--- src/logic/store_qual_pkg.sv ---
// Purpose: shared constants for trace storage qualification and execute start
// Assumes: one clock, synchronous pin inputs
// Notes:   term numbers are zero based inside the logic
`default_nettype none
package store_qual_pkg;
  localparam int unsigned COMPLEX_TERMS = 8;
  localparam int unsigned TERM_W        = 3;
  localparam int unsigned EXPR_W        = 4;
  localparam logic [EXPR_W-1:0] EXPR_ALL = 4'hF;
  localparam logic        CFG_EASY      = 1'b0;
  localparam logic        CFG_COMPLEX   = 1'b1;
  typedef enum logic [1:0] {
    XS_IDLE,
    XS_DRIVE,
    XS_WAIT_RELEASE
  } exec_state_e;
endpackage
`default_nettype wire

--- src/logic/qual_store_mem.sv ---
// Purpose: per-term storage expression memory, registered read
// Assumes: single write port, single read port
// Notes:   clear returns every entry to the store-all code
`timescale 1ns/10ps
`default_nettype none
module qual_store_mem
  import store_qual_pkg::*;
#(
  parameter int unsigned DEPTH = COMPLEX_TERMS,
  parameter int unsigned AW    = TERM_W,
  parameter int unsigned DW    = EXPR_W
) (
  input  wire logic          clk,
  input  wire logic          rst_n,
  input  wire logic          clear,
  input  wire logic          wr_en,
  input  wire logic [AW-1:0] wr_addr,
  input  wire logic [DW-1:0] wr_data,
  input  wire logic [AW-1:0] rd_addr,
  output logic      [DW-1:0] rd_data
);
  logic [DW-1:0] mem_reg  [DEPTH];
  logic [DW-1:0] mem_next [DEPTH];
  logic [DW-1:0] rd_next;

  always_comb begin
    for (int i = 0; i < DEPTH; i++) begin
      if (clear) begin
        mem_next[i] = DW'(EXPR_ALL);
      end else if (wr_en && (int'(wr_addr) == i)) begin
        mem_next[i] = wr_data;
      end else begin
        mem_next[i] = mem_reg[i];
      end
    end
    rd_next = clear ? DW'(EXPR_ALL) : mem_reg[rd_addr];
  end

  always_ff @(posedge clk or negedge rst_n) begin
    if (!rst_n) begin
      for (int i = 0; i < DEPTH; i++) begin
        mem_reg[i] <= DW'(EXPR_ALL);
      end
      rd_data <= DW'(EXPR_ALL);
    end else begin
      for (int i = 0; i < DEPTH; i++) begin
        mem_reg[i] <= mem_next[i];
      end
      rd_data <= rd_next;
    end
  end
endmodule // qual_store_mem
`default_nettype wire

--- src/logic/trace_store_qualify_exec_start.sv ---
// Purpose: storage qualification of captured states and execute-triggered start
// Assumes: pins synchronous to clk; expression hits decoded outside into EXPR_W lines
// Notes:   an expression is a mask over match lines; all ones means store any state
`timescale 1ns/10ps
`default_nettype none
// Function
// - power-up or initialize makes every captured state stored
// - switching easy/complex configuration resets storage qualifier to store all
// - easy configuration uses one global expression regardless of sequencer term
// - complex term expression stores matches only while sequencer sits at that term
// - complex global expression stores matches at any sequencer level
// - setting a trigger condition leaves storage qualifiers untouched
// - execute request starts measurement when enabled, ignored when disabled
// - execute-start option disabled after power-up or initialize
// - on execute request, drive shared trigger line at once
// - if no internal trigger line driven, start right after asserting shared line
// - then release shared line and wait until every participant released it
// - shared line reads false after last release; internal-line drivers start then
// - per-term qualifiers only in complex configuration, eight terms there
module trace_store_qualify_exec_start
  import store_qual_pkg::*;
#(
  parameter int unsigned TERMS = COMPLEX_TERMS,
  parameter int unsigned TW    = TERM_W,
  parameter int unsigned EW    = EXPR_W
) (
  input  wire logic          clk,
  input  wire logic          rstn,
  input  wire logic          analyzer_init,
  input  wire logic          cfg_complex,
  input  wire logic          trigger_condition_set,
  input  wire logic          global_expr_wr,
  input  wire logic          term_expr_wr,
  input  wire logic [TW-1:0] expr_term,
  input  wire logic [EW-1:0] expr_value,
  input  wire logic [TW-1:0] seq_term,
  input  wire logic          state_valid,
  input  wire logic [EW-1:0] state_match,
  input  wire logic          exec_enable_wr,
  input  wire logic          exec_enable_val,
  input  wire logic          exec_request,
  input  wire logic          internal_trigger_line_a,
  input  wire logic          internal_trigger_line_b,
  input  wire logic          shared_trig_in,
  output logic               shared_trig_out,
  output logic               shared_trig_oe,
  output logic               store_state,
  output logic               meas_start,
  output logic               exec_enabled,
  output logic               exec_busy
);
  logic rst_sync1_reg;
  logic rst_sync2_reg;
  wire  logic rst_n = rst_sync2_reg;

  always_ff @(posedge clk or negedge rstn) begin
    if (!rstn) begin
      rst_sync1_reg <= 1'b0;
      rst_sync2_reg <= 1'b0;
    end else begin
      rst_sync1_reg <= 1'b1;
      rst_sync2_reg <= rst_sync1_reg;
    end
  end

  // a mask of all ones matches every state; otherwise any selected match line hits
  function automatic logic expr_hit(input logic [EW-1:0] mask, input logic [EW-1:0] hit);
    expr_hit = (mask == EW'(EXPR_ALL)) || ((mask & hit) != '0);
  endfunction

  // storage qualifier state
  logic          cfg_reg,      cfg_next;
  logic [EW-1:0] glob_reg,     glob_next;
  logic          glob_only_reg, glob_only_next;
  logic [TERMS-1:0] term_set_reg, term_set_next;
  logic          qual_clear;
  logic          term_wr;
  logic [EW-1:0] term_expr;
  logic          valid_d_reg;
  logic [EW-1:0] match_d_reg;
  logic [TW-1:0] term_d_reg;
  logic          store_next;

  assign qual_clear = analyzer_init || (cfg_complex != cfg_reg);
  assign term_wr    = term_expr_wr && cfg_complex && !qual_clear;

  qual_store_mem #(
    .DEPTH (TERMS),
    .AW    (TW),
    .DW    (EW)
  ) u_term_mem (
    .clk     (clk),
    .rst_n   (rst_n),
    .clear   (qual_clear),
    .wr_en   (term_wr),
    .wr_addr (expr_term),
    .wr_data (expr_value),
    .rd_addr (seq_term),
    .rd_data (term_expr)
  );

  // trigger_condition_set deliberately touches none of this state
  always_comb begin
    cfg_next       = cfg_complex;
    glob_next      = glob_reg;
    glob_only_next = glob_only_reg;
    term_set_next  = term_set_reg;
    if (qual_clear) begin
      glob_next      = EW'(EXPR_ALL);
      glob_only_next = 1'b1;
      term_set_next  = '0;
    end else begin
      if (global_expr_wr) begin
        glob_next      = expr_value;
        glob_only_next = 1'b0;
      end
      if (term_wr) begin
        term_set_next[expr_term] = 1'b1;
      end
    end
    // memory read lags one cycle, so the state is delayed to line up with it
    store_next = 1'b0;
    if (valid_d_reg) begin
      if (cfg_reg == CFG_EASY || !term_set_reg[term_d_reg]) begin
        store_next = expr_hit(glob_reg, match_d_reg);
      end else begin
        // a term expression narrows storage at its level; a global one written since the last clear still applies
        store_next = expr_hit(term_expr, match_d_reg) ||
                     (!glob_only_reg && expr_hit(glob_reg, match_d_reg));
      end
    end
  end

  always_ff @(posedge clk or negedge rst_n) begin
    if (!rst_n) begin
      cfg_reg       <= CFG_EASY;
      glob_reg      <= EW'(EXPR_ALL);
      glob_only_reg <= 1'b1;
      term_set_reg  <= '0;
      valid_d_reg   <= 1'b0;
      match_d_reg   <= '0;
      term_d_reg    <= '0;
      store_state   <= 1'b0;
    end else begin
      cfg_reg       <= cfg_next;
      glob_reg      <= glob_next;
      glob_only_reg <= glob_only_next;
      term_set_reg  <= term_set_next;
      valid_d_reg   <= state_valid;
      match_d_reg   <= state_match;
      term_d_reg    <= seq_term;
      store_state   <= store_next;
    end
  end

  // execute-start sequencing
  exec_state_e xs_reg, xs_next;
  logic        en_next;
  logic        trig_out_next;
  logic        start_next;
  logic        busy_next;
  logic        int_drive;

  assign int_drive = internal_trigger_line_a || internal_trigger_line_b;

  always_comb begin
    xs_next       = xs_reg;
    en_next       = exec_enabled;
    trig_out_next = 1'b0;
    start_next    = 1'b0;
    if (analyzer_init) begin
      en_next = 1'b0;
    end else if (exec_enable_wr) begin
      en_next = exec_enable_val;
    end
    unique case (xs_reg)
      XS_IDLE: begin
        if (exec_request && exec_enabled && !analyzer_init) begin
          xs_next       = XS_DRIVE;
          trig_out_next = 1'b1;
        end
      end
      XS_DRIVE: begin
        // line is driven this cycle; start here if no internal line is ours
        start_next = !int_drive;
        xs_next    = XS_WAIT_RELEASE;
      end
      XS_WAIT_RELEASE: begin
        // wired-OR: line stays high while any other participant holds it
        if (!shared_trig_in) begin
          start_next = int_drive;
          xs_next    = XS_IDLE;
        end
      end
    endcase
    if (analyzer_init) begin
      xs_next       = XS_IDLE;
      trig_out_next = 1'b0;
      start_next    = 1'b0;
    end
    busy_next = (xs_next != XS_IDLE);
  end

  always_ff @(posedge clk or negedge rst_n) begin
    if (!rst_n) begin
      xs_reg          <= XS_IDLE;
      exec_enabled    <= 1'b0;
      shared_trig_out <= 1'b0;
      shared_trig_oe  <= 1'b0;
      meas_start      <= 1'b0;
      exec_busy       <= 1'b0;
    end else begin
      xs_reg          <= xs_next;
      exec_enabled    <= en_next;
      shared_trig_out <= trig_out_next;
      shared_trig_oe  <= trig_out_next;
      meas_start      <= start_next;
      exec_busy       <= busy_next;
    end
  end
endmodule // trace_store_qualify_exec_start
`default_nettype wire

--- config.mk ---
export PLATFORM = sky130hd
export DESIGN_NAME = trace_store_qualify_exec_start
export DESIGN_NICKNAME = d
export VERILOG_FILES = /design/src/logic/store_qual_pkg.sv /design/src/logic/qual_store_mem.sv /design/src/logic/trace_store_qualify_exec_start.sv
export SDC_FILE = /design/constraint.sdc
export NUM_CORES = 1
export LEC_CHECK = 0
export BUFFER_PORTS_ARGS = -buffer_cell sky130_fd_sc_hd__buf_2
export CAP_MARGIN = 5
export CORE_MARGIN = 2
export CORE_UTILIZATION = 55
export DETAILED_ROUTE_END_ITERATION = 7
export PLACE_DENSITY = 0.74
export SYNTH_ARGS = -nofsm -noshare
export SYNTH_HDL_FRONTEND = slang
export SYNTH_SLANG_ARGS = --single-unit
--- constraint.sdc ---
create_clock -name clk -period 2.4 [get_ports clk]
set_input_delay 0.48 -clock clk [delete_from_list [all_inputs] [get_ports clk]]
set_output_delay 0.48 -clock clk [all_outputs]
set_load 0.02 [all_outputs]
# Yosys cells after proc, flatten, opt, wreduce, memory -nomap -nowiden
# Cells that the tools add are included.
[op_classes]
order_cmp = 4
n_eq_ne = 12
mux = 44
n_bitwise = 5
reduce_logical = 41
[op_table]
columns = ["op", "n"]
rows = [
  ["$mux W4", 21],
  ["$reduce_bool A2 Y1", 12],
  ["$mux W8", 2],
  ["$logic_and A1 B1 Y1", 14],
  ["$mux W1", 13],
  ["$bmux W4 S3", 1],
  ["$eq A3 B3 Y1 const B", 4],
  ["$and A4 B4 Y4", 2],
  ["$eq A4 B4 Y1 const B", 2],
  ["$lt A3 B4 Y1 const B", 2],
  ["$or A8 B8 Y8", 1],
  ["$reduce_bool A4 Y1", 2],
  ["$eq A3 B2 Y1 const B", 2],
  ["$logic_or A1 B1 Y1", 6],
  ["$mux W2", 3],
  ["$pmux W2 S3", 1],
  ["$logic_not A1 Y1", 5],
  ["$ge A4 B4 Y1 const B", 1],
  ["$not A3 Y4", 1],
  ["$bmux W1 S3", 1],
  ["$demux W1 S3", 1],
  ["$eq A3 B1 Y1 const B", 1],
  ["$ge A3 B1 Y1 const B", 1],
  ["$logic_not A3 Y1", 1],
  ["6 further kinds", 6],
]
[word_totals]
ff_bits = 67
output_inout_bits = 6

# Logic depth before layout (Yosys ltp)
[logic_depth]
word_depth = 7
depth_mapped = 6
mapped_depth_nobuf = 6

# Cells and area by module
# From an unflattened synthesis, not the netlist that was laid out.
[unflattened]
cells_unflattened = 262
area_unflattened_um2 = 3101.7
[modules_own_cells]
columns = ["mod", "n_inst", "cells_per_inst", "area_each_um2"]
rows = [
  ["qual_store_mem", 1, 154, 1826.8],
  ["trace_store_qualify_exec_start", 1, 108, 1275.0],
]

# Worst setup path before layout
# OpenSTA, ideal clock, no wires.
[synth_path]
path_type = "input to register"
from = "input port analyzer_init"
to = "register u_term_mem.mem_reg[12] in the netlist's numbering"
setup_time_ns = 0.090
arrival_time_ns = 1.490
required_time_ns = 2.310
path_slack_ns = 0.820
path_stages = 5
n_path_buf = 1
path_cell_list = "buf_6 > nand4b_4 > nor4b_4 > mux2i_1 > nand2_1"
[synth_between]
elab_chain_len = 5
elab_cells_between_ends = 6
cone_classes = "mux: 1; reduce/logical: 5"
[synth_lines]
columns = ["element", "line_no", "source"]
rows = [
  ["start: declaration", "trace_store_qualify_exec_start.sv:29", "input wire logic analyzer_init,"],
  ["$logic_or A1 B1 Y1 (*)", "trace_store_qualify_exec_start.sv:84", "assign qual_clear = analyzer_init || (cfg_complex != cfg_reg);"],
  ["$logic_not A1 Y1", "trace_store_qualify_exec_start.sv:85", "assign term_wr = term_expr_wr && cfg_complex && !qual_clear;"],
  ["$logic_and A1 B1 Y1", "trace_store_qualify_exec_start.sv:85", ""],
  ["$logic_and A1 B1 Y1", "qual_store_mem.sv:30", "end else if (wr_en && (int'(wr_addr) == i)) begin"],
  ["$reduce_bool A2 Y1 (no line)", "-", ""],
  ["end signal: indexed assignment", "qual_store_mem.sv:42", "mem_reg[i] <= DW'(EXPR_ALL);"],
  ["end signal: indexed assignment", "qual_store_mem.sv:47", "mem_reg[i] <= mem_next[i];"],
  ["end: declaration", "qual_store_mem.sv:22", "logic [DW-1:0] mem_reg [DEPTH];"],
]
# Every way passes the cells marked *; elsewhere a longest branch is shown, timed or not.
# A chain may end at the register's enable or synchronous reset.

# Worst setup path after layout
[layout_path]
from = "register cfg_reg"
to = "register u_term_mem.mem_reg[7] in the netlist's numbering"
[layout_between]
elab_chain_len = 6
elab_cells_between_ends = 7
cone_classes = "eq/ne: 1; mux: 1; reduce/logical: 5"
[layout_lines]
columns = ["element", "line_no", "source"]
rows = [
  ["start: declaration", "trace_store_qualify_exec_start.sv:72", "logic cfg_reg, cfg_next;"],
  ["start signal: assignment", "trace_store_qualify_exec_start.sv:145", "cfg_reg <= cfg_next;"],
  ["$ne A1 B1 Y1 (*)", "trace_store_qualify_exec_start.sv:84", ""],
  ["$logic_or A1 B1 Y1 (*)", "trace_store_qualify_exec_start.sv:84", ""],
  ["$logic_not A1 Y1", "trace_store_qualify_exec_start.sv:85", ""],
  ["$logic_and A1 B1 Y1", "trace_store_qualify_exec_start.sv:85", ""],
  ["$logic_and A1 B1 Y1", "qual_store_mem.sv:30", ""],
  ["$reduce_bool A2 Y1 (no line)", "-", ""],
]
# Marked as above.

==> metrics.txt <==
# TYPE chip_impl_metric gauge
chip_impl_metric{name="synth-edff-count",unit=""} 0
chip_impl_info{name="worstSetupStartpointType",value="flop"} 1
chip_impl_metric{name="final_cells",unit=""} 347
chip_impl_info{name="ys_top_cells_by_count",value="sky130_fd_sc_hd__nand2_1, sky130_fd_sc_hd__mux2i_1, sky130_fd_sc_hd__dfstp_2"} 1
chip_impl_info{name="cts_tree",value="done"} 1
chip_impl_metric{name="multiInputGateArea",unit="sq um"} 1260
chip_impl_metric{name="critPathRequiredTime",unit="ns"} 2.66
chip_impl_metric{name="worst_slew_margin_rel",unit="%"} 58.7
chip_impl_metric{name="synth-adder-area-share",unit="%"} 1.21
chip_impl_info{name="synthMostInstantiatedCell",value="sky130_fd_sc_hd__nand2_1"} 1
chip_impl_metric{name="total_number_of_clock_tree_sinks",unit=""} 67
chip_impl_metric{name="total_gr_overflow",unit=""} 0
chip_impl_metric{name="placement.cell_area",unit="sq um"} 3290
chip_impl_info{name="worst-setup-path-type",value="reg2reg"} 1
chip_impl_metric{name="setup_viol",unit=""} 0
chip_impl_metric{name="arrival_time_worst_endpoint",unit="ns"} 1.89
chip_impl_metric{name="postCtsSetupRepairBufs",unit=""} 0
chip_impl_metric{name="pre_cts_slack",unit="ns"} 0.517
chip_impl_info{name="timing.rr.end",value="u_term_mem.mem_reg[7]$_DFFE_PN1P_"} 1
chip_impl_metric{name="synthMuxAreaShare",unit="%"} 20.6
chip_impl_metric{name="final.min_clock_period",unit="ns"} 1.62
chip_impl_metric{name="n_fill_cell",unit=""} 439
chip_impl_metric{name="insertedDiodeCount",unit=""} 0
chip_impl_metric{name="hold_viol_final",unit=""} 0
chip_impl_info{name="status",value="completed"} 1
chip_impl_info{name="clockRootBuffer",value="sky130_fd_sc_hd__clkbuf_8"} 1
chip_impl_metric{name="grt_use_total",unit="%"} 21.0
chip_impl_metric{name="h_tree_depth",unit=""} 3
chip_impl_metric{name="ys_seq_area_share",unit="%"} 55.8
chip_impl_info{name="worst_min_delay_path_category",value="reg2async"} 1
chip_impl_metric{name="cells_resized_by_post_cts_repair",unit=""} 0
chip_impl_metric{name="drt-total-wl",unit="microns"} 5770
chip_impl_metric{name="layout-area-overhead-vs-synth",unit="%"} 13.0
chip_impl_metric{name="max_ffs_per_register",unit=""} 32
chip_impl_info{name="ys_top_cells_by_area",value="sky130_fd_sc_hd__dfstp_2, sky130_fd_sc_hd__dfrtp_1, sky130_fd_sc_hd__mux2i_1, sky130_fd_sc_hd__nand2_1, sky130_fd_sc_hd__mux4_2"} 1
chip_impl_metric{name="first_pass_iters",unit=""} 4
chip_impl_metric{name="power.static_leakage",unit="nW"} 1.61
chip_impl_metric{name="clk_latency",unit="ns"} 0.34
chip_impl_metric{name="grt_max_degree",unit=""} 31
chip_impl_metric{name="clockBufferDepth",unit=""} 2
chip_impl_metric{name="synthXorXnorAreaFrac",unit="%"} 0.283
chip_impl_metric{name="core",unit="sq um"} 5470
chip_impl_metric{name="first_global_vias",unit=""} 1966
chip_impl_metric{name="peakVddDrop",unit="uV"} 393
chip_impl_metric{name="ant_nets",unit=""} 0
chip_impl_metric{name="drt-vias-per-instance",unit=""} 5.51
chip_impl_metric{name="wl_per_cell",unit="microns"} 16.6
chip_impl_metric{name="fin_tns_setup",unit="ns"} 0
chip_impl_metric{name="fin_skew",unit="ns"} 0.0119
chip_impl_metric{name="syn_avg_cell_area",unit="sq um"} 12.8
chip_impl_metric{name="timing.hold.ws",unit="ns"} 0.172
chip_impl_metric{name="power-per-cell-area",unit="nW/um^2"} 647
chip_impl_metric{name="num_vias",unit=""} 1911
chip_impl_metric{name="initial_antenna_violation_count",unit=""} 0
chip_impl_metric{name="synth_fp_nets",unit=""} 272
chip_impl_metric{name="layout.cell_area.non_filler",unit="sq um"} 3500
chip_impl_metric{name="starting_drc_count_in_detailed_routing",unit=""} 108
chip_impl_metric{name="worst_r2r_path_depth",unit=""} 4
chip_impl_metric{name="crit_fanout",unit=""} 5
chip_impl_metric{name="mappedNetlistArea",unit="sq um"} 3100
chip_impl_metric{name="grt_first_pass_wirelength",unit="microns"} 9710
chip_impl_metric{name="yosysUniqueCellTypes",unit=""} 40
chip_impl_metric{name="design.portCount",unit=""} 34
chip_impl_metric{name="cts_hold_repair.buffers",unit=""} 1
chip_impl_metric{name="gr-usage-met3",unit="%"} 5.80
chip_impl_metric{name="synth_largest_type_area_fraction",unit="%"} 34.8
chip_impl_metric{name="period_share",unit="%"} 67.7
chip_impl_metric{name="maxClockFrequency",unit="MHz"} 616
chip_impl_metric{name="post-route-drc-count",unit=""} 0
chip_impl_metric{name="drive_above_1_share",unit="%"} 41.8
chip_impl_metric{name="place_congestion",unit=""} 0.759
chip_impl_metric{name="port_buffers",unit=""} 32
chip_impl_info{name="rsz0062_at_grt",value="false"} 1
chip_impl_metric{name="sequential_cell_area",unit="sq um"} 1730
chip_impl_metric{name="synth_simple_gate_area_share",unit="%"} 13.9
chip_impl_metric{name="die_x",unit="microns"} 79.0
chip_impl_metric{name="timing.final.max_slew_violations",unit=""} 0
chip_impl_metric{name="synth_compound_area_share",unit="%"} 4.57
chip_impl_info{name="combinational_family_with_the_most_area_after_synthesis",value="multiplexers"} 1
chip_impl_metric{name="max_cap_violations",unit=""} 0
chip_impl_metric{name="overall_die_area",unit="sq um"} 6240
chip_impl_info{name="worstReg2RegStart",value="cfg_reg$_DFF_PN0_"} 1
chip_impl_metric{name="finalWorstSetupSlack",unit="ns"} 0.776
chip_impl_info{name="synth_flop_cell",value="sky130_fd_sc_hd__dfstp_2"} 1
chip_impl_info{name="synth.largest_area_cell",value="sky130_fd_sc_hd__dfstp_2"} 1
chip_impl_metric{name="grt_use_met2",unit="%"} 33.8
chip_impl_metric{name="async_flop_share",unit="%"} 100
chip_impl_metric{name="regToRegSetupSlack",unit="ns"} 0.78
chip_impl_metric{name="max_slew.worst_pin.slew",unit="ns"} 0.615
chip_impl_metric{name="number_of_flip_flops_and_latches_in_the_synthesized_netlist",unit=""} 67
chip_impl_info{name="endpoint_kind",value="flop"} 1
chip_impl_metric{name="numCtsBuffers",unit=""} 9
chip_impl_metric{name="synth_warnings",unit=""} 0
chip_impl_metric{name="die_h",unit="microns"} 79.0
chip_impl_metric{name="place_inst",unit=""} 330
chip_impl_metric{name="final_net_count",unit=""} 301
chip_impl_info{name="globalRoute.busiestLayer",value="met2"} 1
chip_impl_metric{name="postSynthCellCount",unit=""} 241
chip_impl_metric{name="cts.clk_slew.worst_paths",unit="ns"} 0.08
chip_impl_metric{name="floorplan.initialDensity",unit="%"} 56.6
chip_impl_metric{name="grtUsageMet1",unit="%"} 27.7
chip_impl_metric{name="post-dp-hpwl",unit="microns"} 4030
chip_impl_metric{name="floorplan.rows",unit=""} 27
-- worst max path at each step --
stage                            from                           endpoint  depth (start not counted)
finish              cfg_reg$_DFF_PN0_  u_term_mem.mem_reg[7]$_DFFE_PN1P_                          4
global route        cfg_reg$_DFF_PN0_  u_term_mem.mem_reg[7]$_DFFE_PN1P_                          4
CTS                 cfg_reg$_DFF_PN0_  u_term_mem.mem_reg[7]$_DFFE_PN1P_                          4
detailed placement      analyzer_init  u_term_mem.mem_reg[7]$_DFFE_PN1P_                          5
global placement        analyzer_init  u_term_mem.mem_reg[4]$_DFFE_PN1P_                          5
floorplan             rst_n$_DFF_PN0_                  cfg_reg$_DFF_PN0_                          0
-- logic make-up (layout without fill, tap and decap cells) --
logic type	after synthesis	in the layout
AND/OR/NAND/NOR	75	75
flip-flops	67	67
multiplexers	52	52
buffers and inverters	23	57
AO/OA/AOI/OAI	19	19
adder cells (fa/ha/maj)	3	3
other	1	1
XOR/XNOR	1	1
-- cell type report --
class                   count  share of cell area, %
flip-flops and latches     67                   49.4
multi-input cells         151                   36.1
inverters                   4                  0.429
clock inverters             7                   2.15
repair buffers             37                   5.72
clock buffers               9                   3.54
well taps                  72                   2.58
-- layout by cell type, fill, tap and decap left out, types with 2 or more instances in the layout --
| cell | netlist | routed |
|---|---|---|
| sky130_fd_sc_hd__nor3b_1 | 3 | 3 |
| sky130_fd_sc_hd__a222oi_1 | 2 | 2 |
| sky130_fd_sc_hd__buf_4 | 1 | 4 |
| sky130_fd_sc_hd__clkbuf_8 | 0 | 9 |
| sky130_fd_sc_hd__mux4_2 | 8 | 8 |
| sky130_fd_sc_hd__nor4b_4 | 2 | 2 |
| sky130_fd_sc_hd__a31oi_1 | 2 | 2 |
| sky130_fd_sc_hd__mux2i_1 | 42 | 42 |
| sky130_fd_sc_hd__o21ai_0 | 2 | 2 |
| sky130_fd_sc_hd__inv_6 | 0 | 2 |
| sky130_fd_sc_hd__dfrtp_1 | 26 | 25 |
| sky130_fd_sc_hd__buf_2 | 7 | 32 |
| sky130_fd_sc_hd__inv_1 | 4 | 4 |
| sky130_fd_sc_hd__ha_1 | 3 | 3 |
| sky130_fd_sc_hd__a21oi_1 | 3 | 3 |
| sky130_fd_sc_hd__nand2_1 | 53 | 53 |
| sky130_fd_sc_hd__nand4b_2 | 2 | 2 |
| sky130_fd_sc_hd__clkinvlp_4 | 0 | 3 |
| sky130_fd_sc_hd__dfstp_2 | 41 | 41 |
| sky130_fd_sc_hd__a21o_1 | 4 | 4 |
| sky130_fd_sc_hd__nor2_1 | 6 | 5 |
-- metrics by stage --
stage	total power, mW	utilization [%]
2_1_floorplan	1.30	-
3_3_place_gp	1.35	60.1
3_5_place_dp	1.35	60.1
4_1_cts	2.29	63.9
5_1_grt	2.36	63.9
6_report	2.26	63.9
-- power breakdown --
part           internal (mW)  total (mW)  switching [mW]
sequential              1.16        1.17          0.0182
combinational         0.0586       0.158          0.0994
clock                  0.484       0.931           0.447
total                   1.70        2.26           0.565
-- routing by layer --
metal / vias to the layer above / share of wire (%)
li1: 896 / -
met1: 977 / 44
met3: 4 / 4.6
met4: 0 / 0.81
met5: - / 0
met2: 34 / 51
-- worst max-delay path: stages (launching register included) --
cell,delay [ns]
sky130_fd_sc_hd__dfrtp_1,0.46
sky130_fd_sc_hd__nand4b_4,0.20
sky130_fd_sc_hd__nor3_2,0.56
sky130_fd_sc_hd__mux2i_1,0.25
sky130_fd_sc_hd__nand2_1,0.07
No activity file was read; power rests on OpenSTA's default activity.
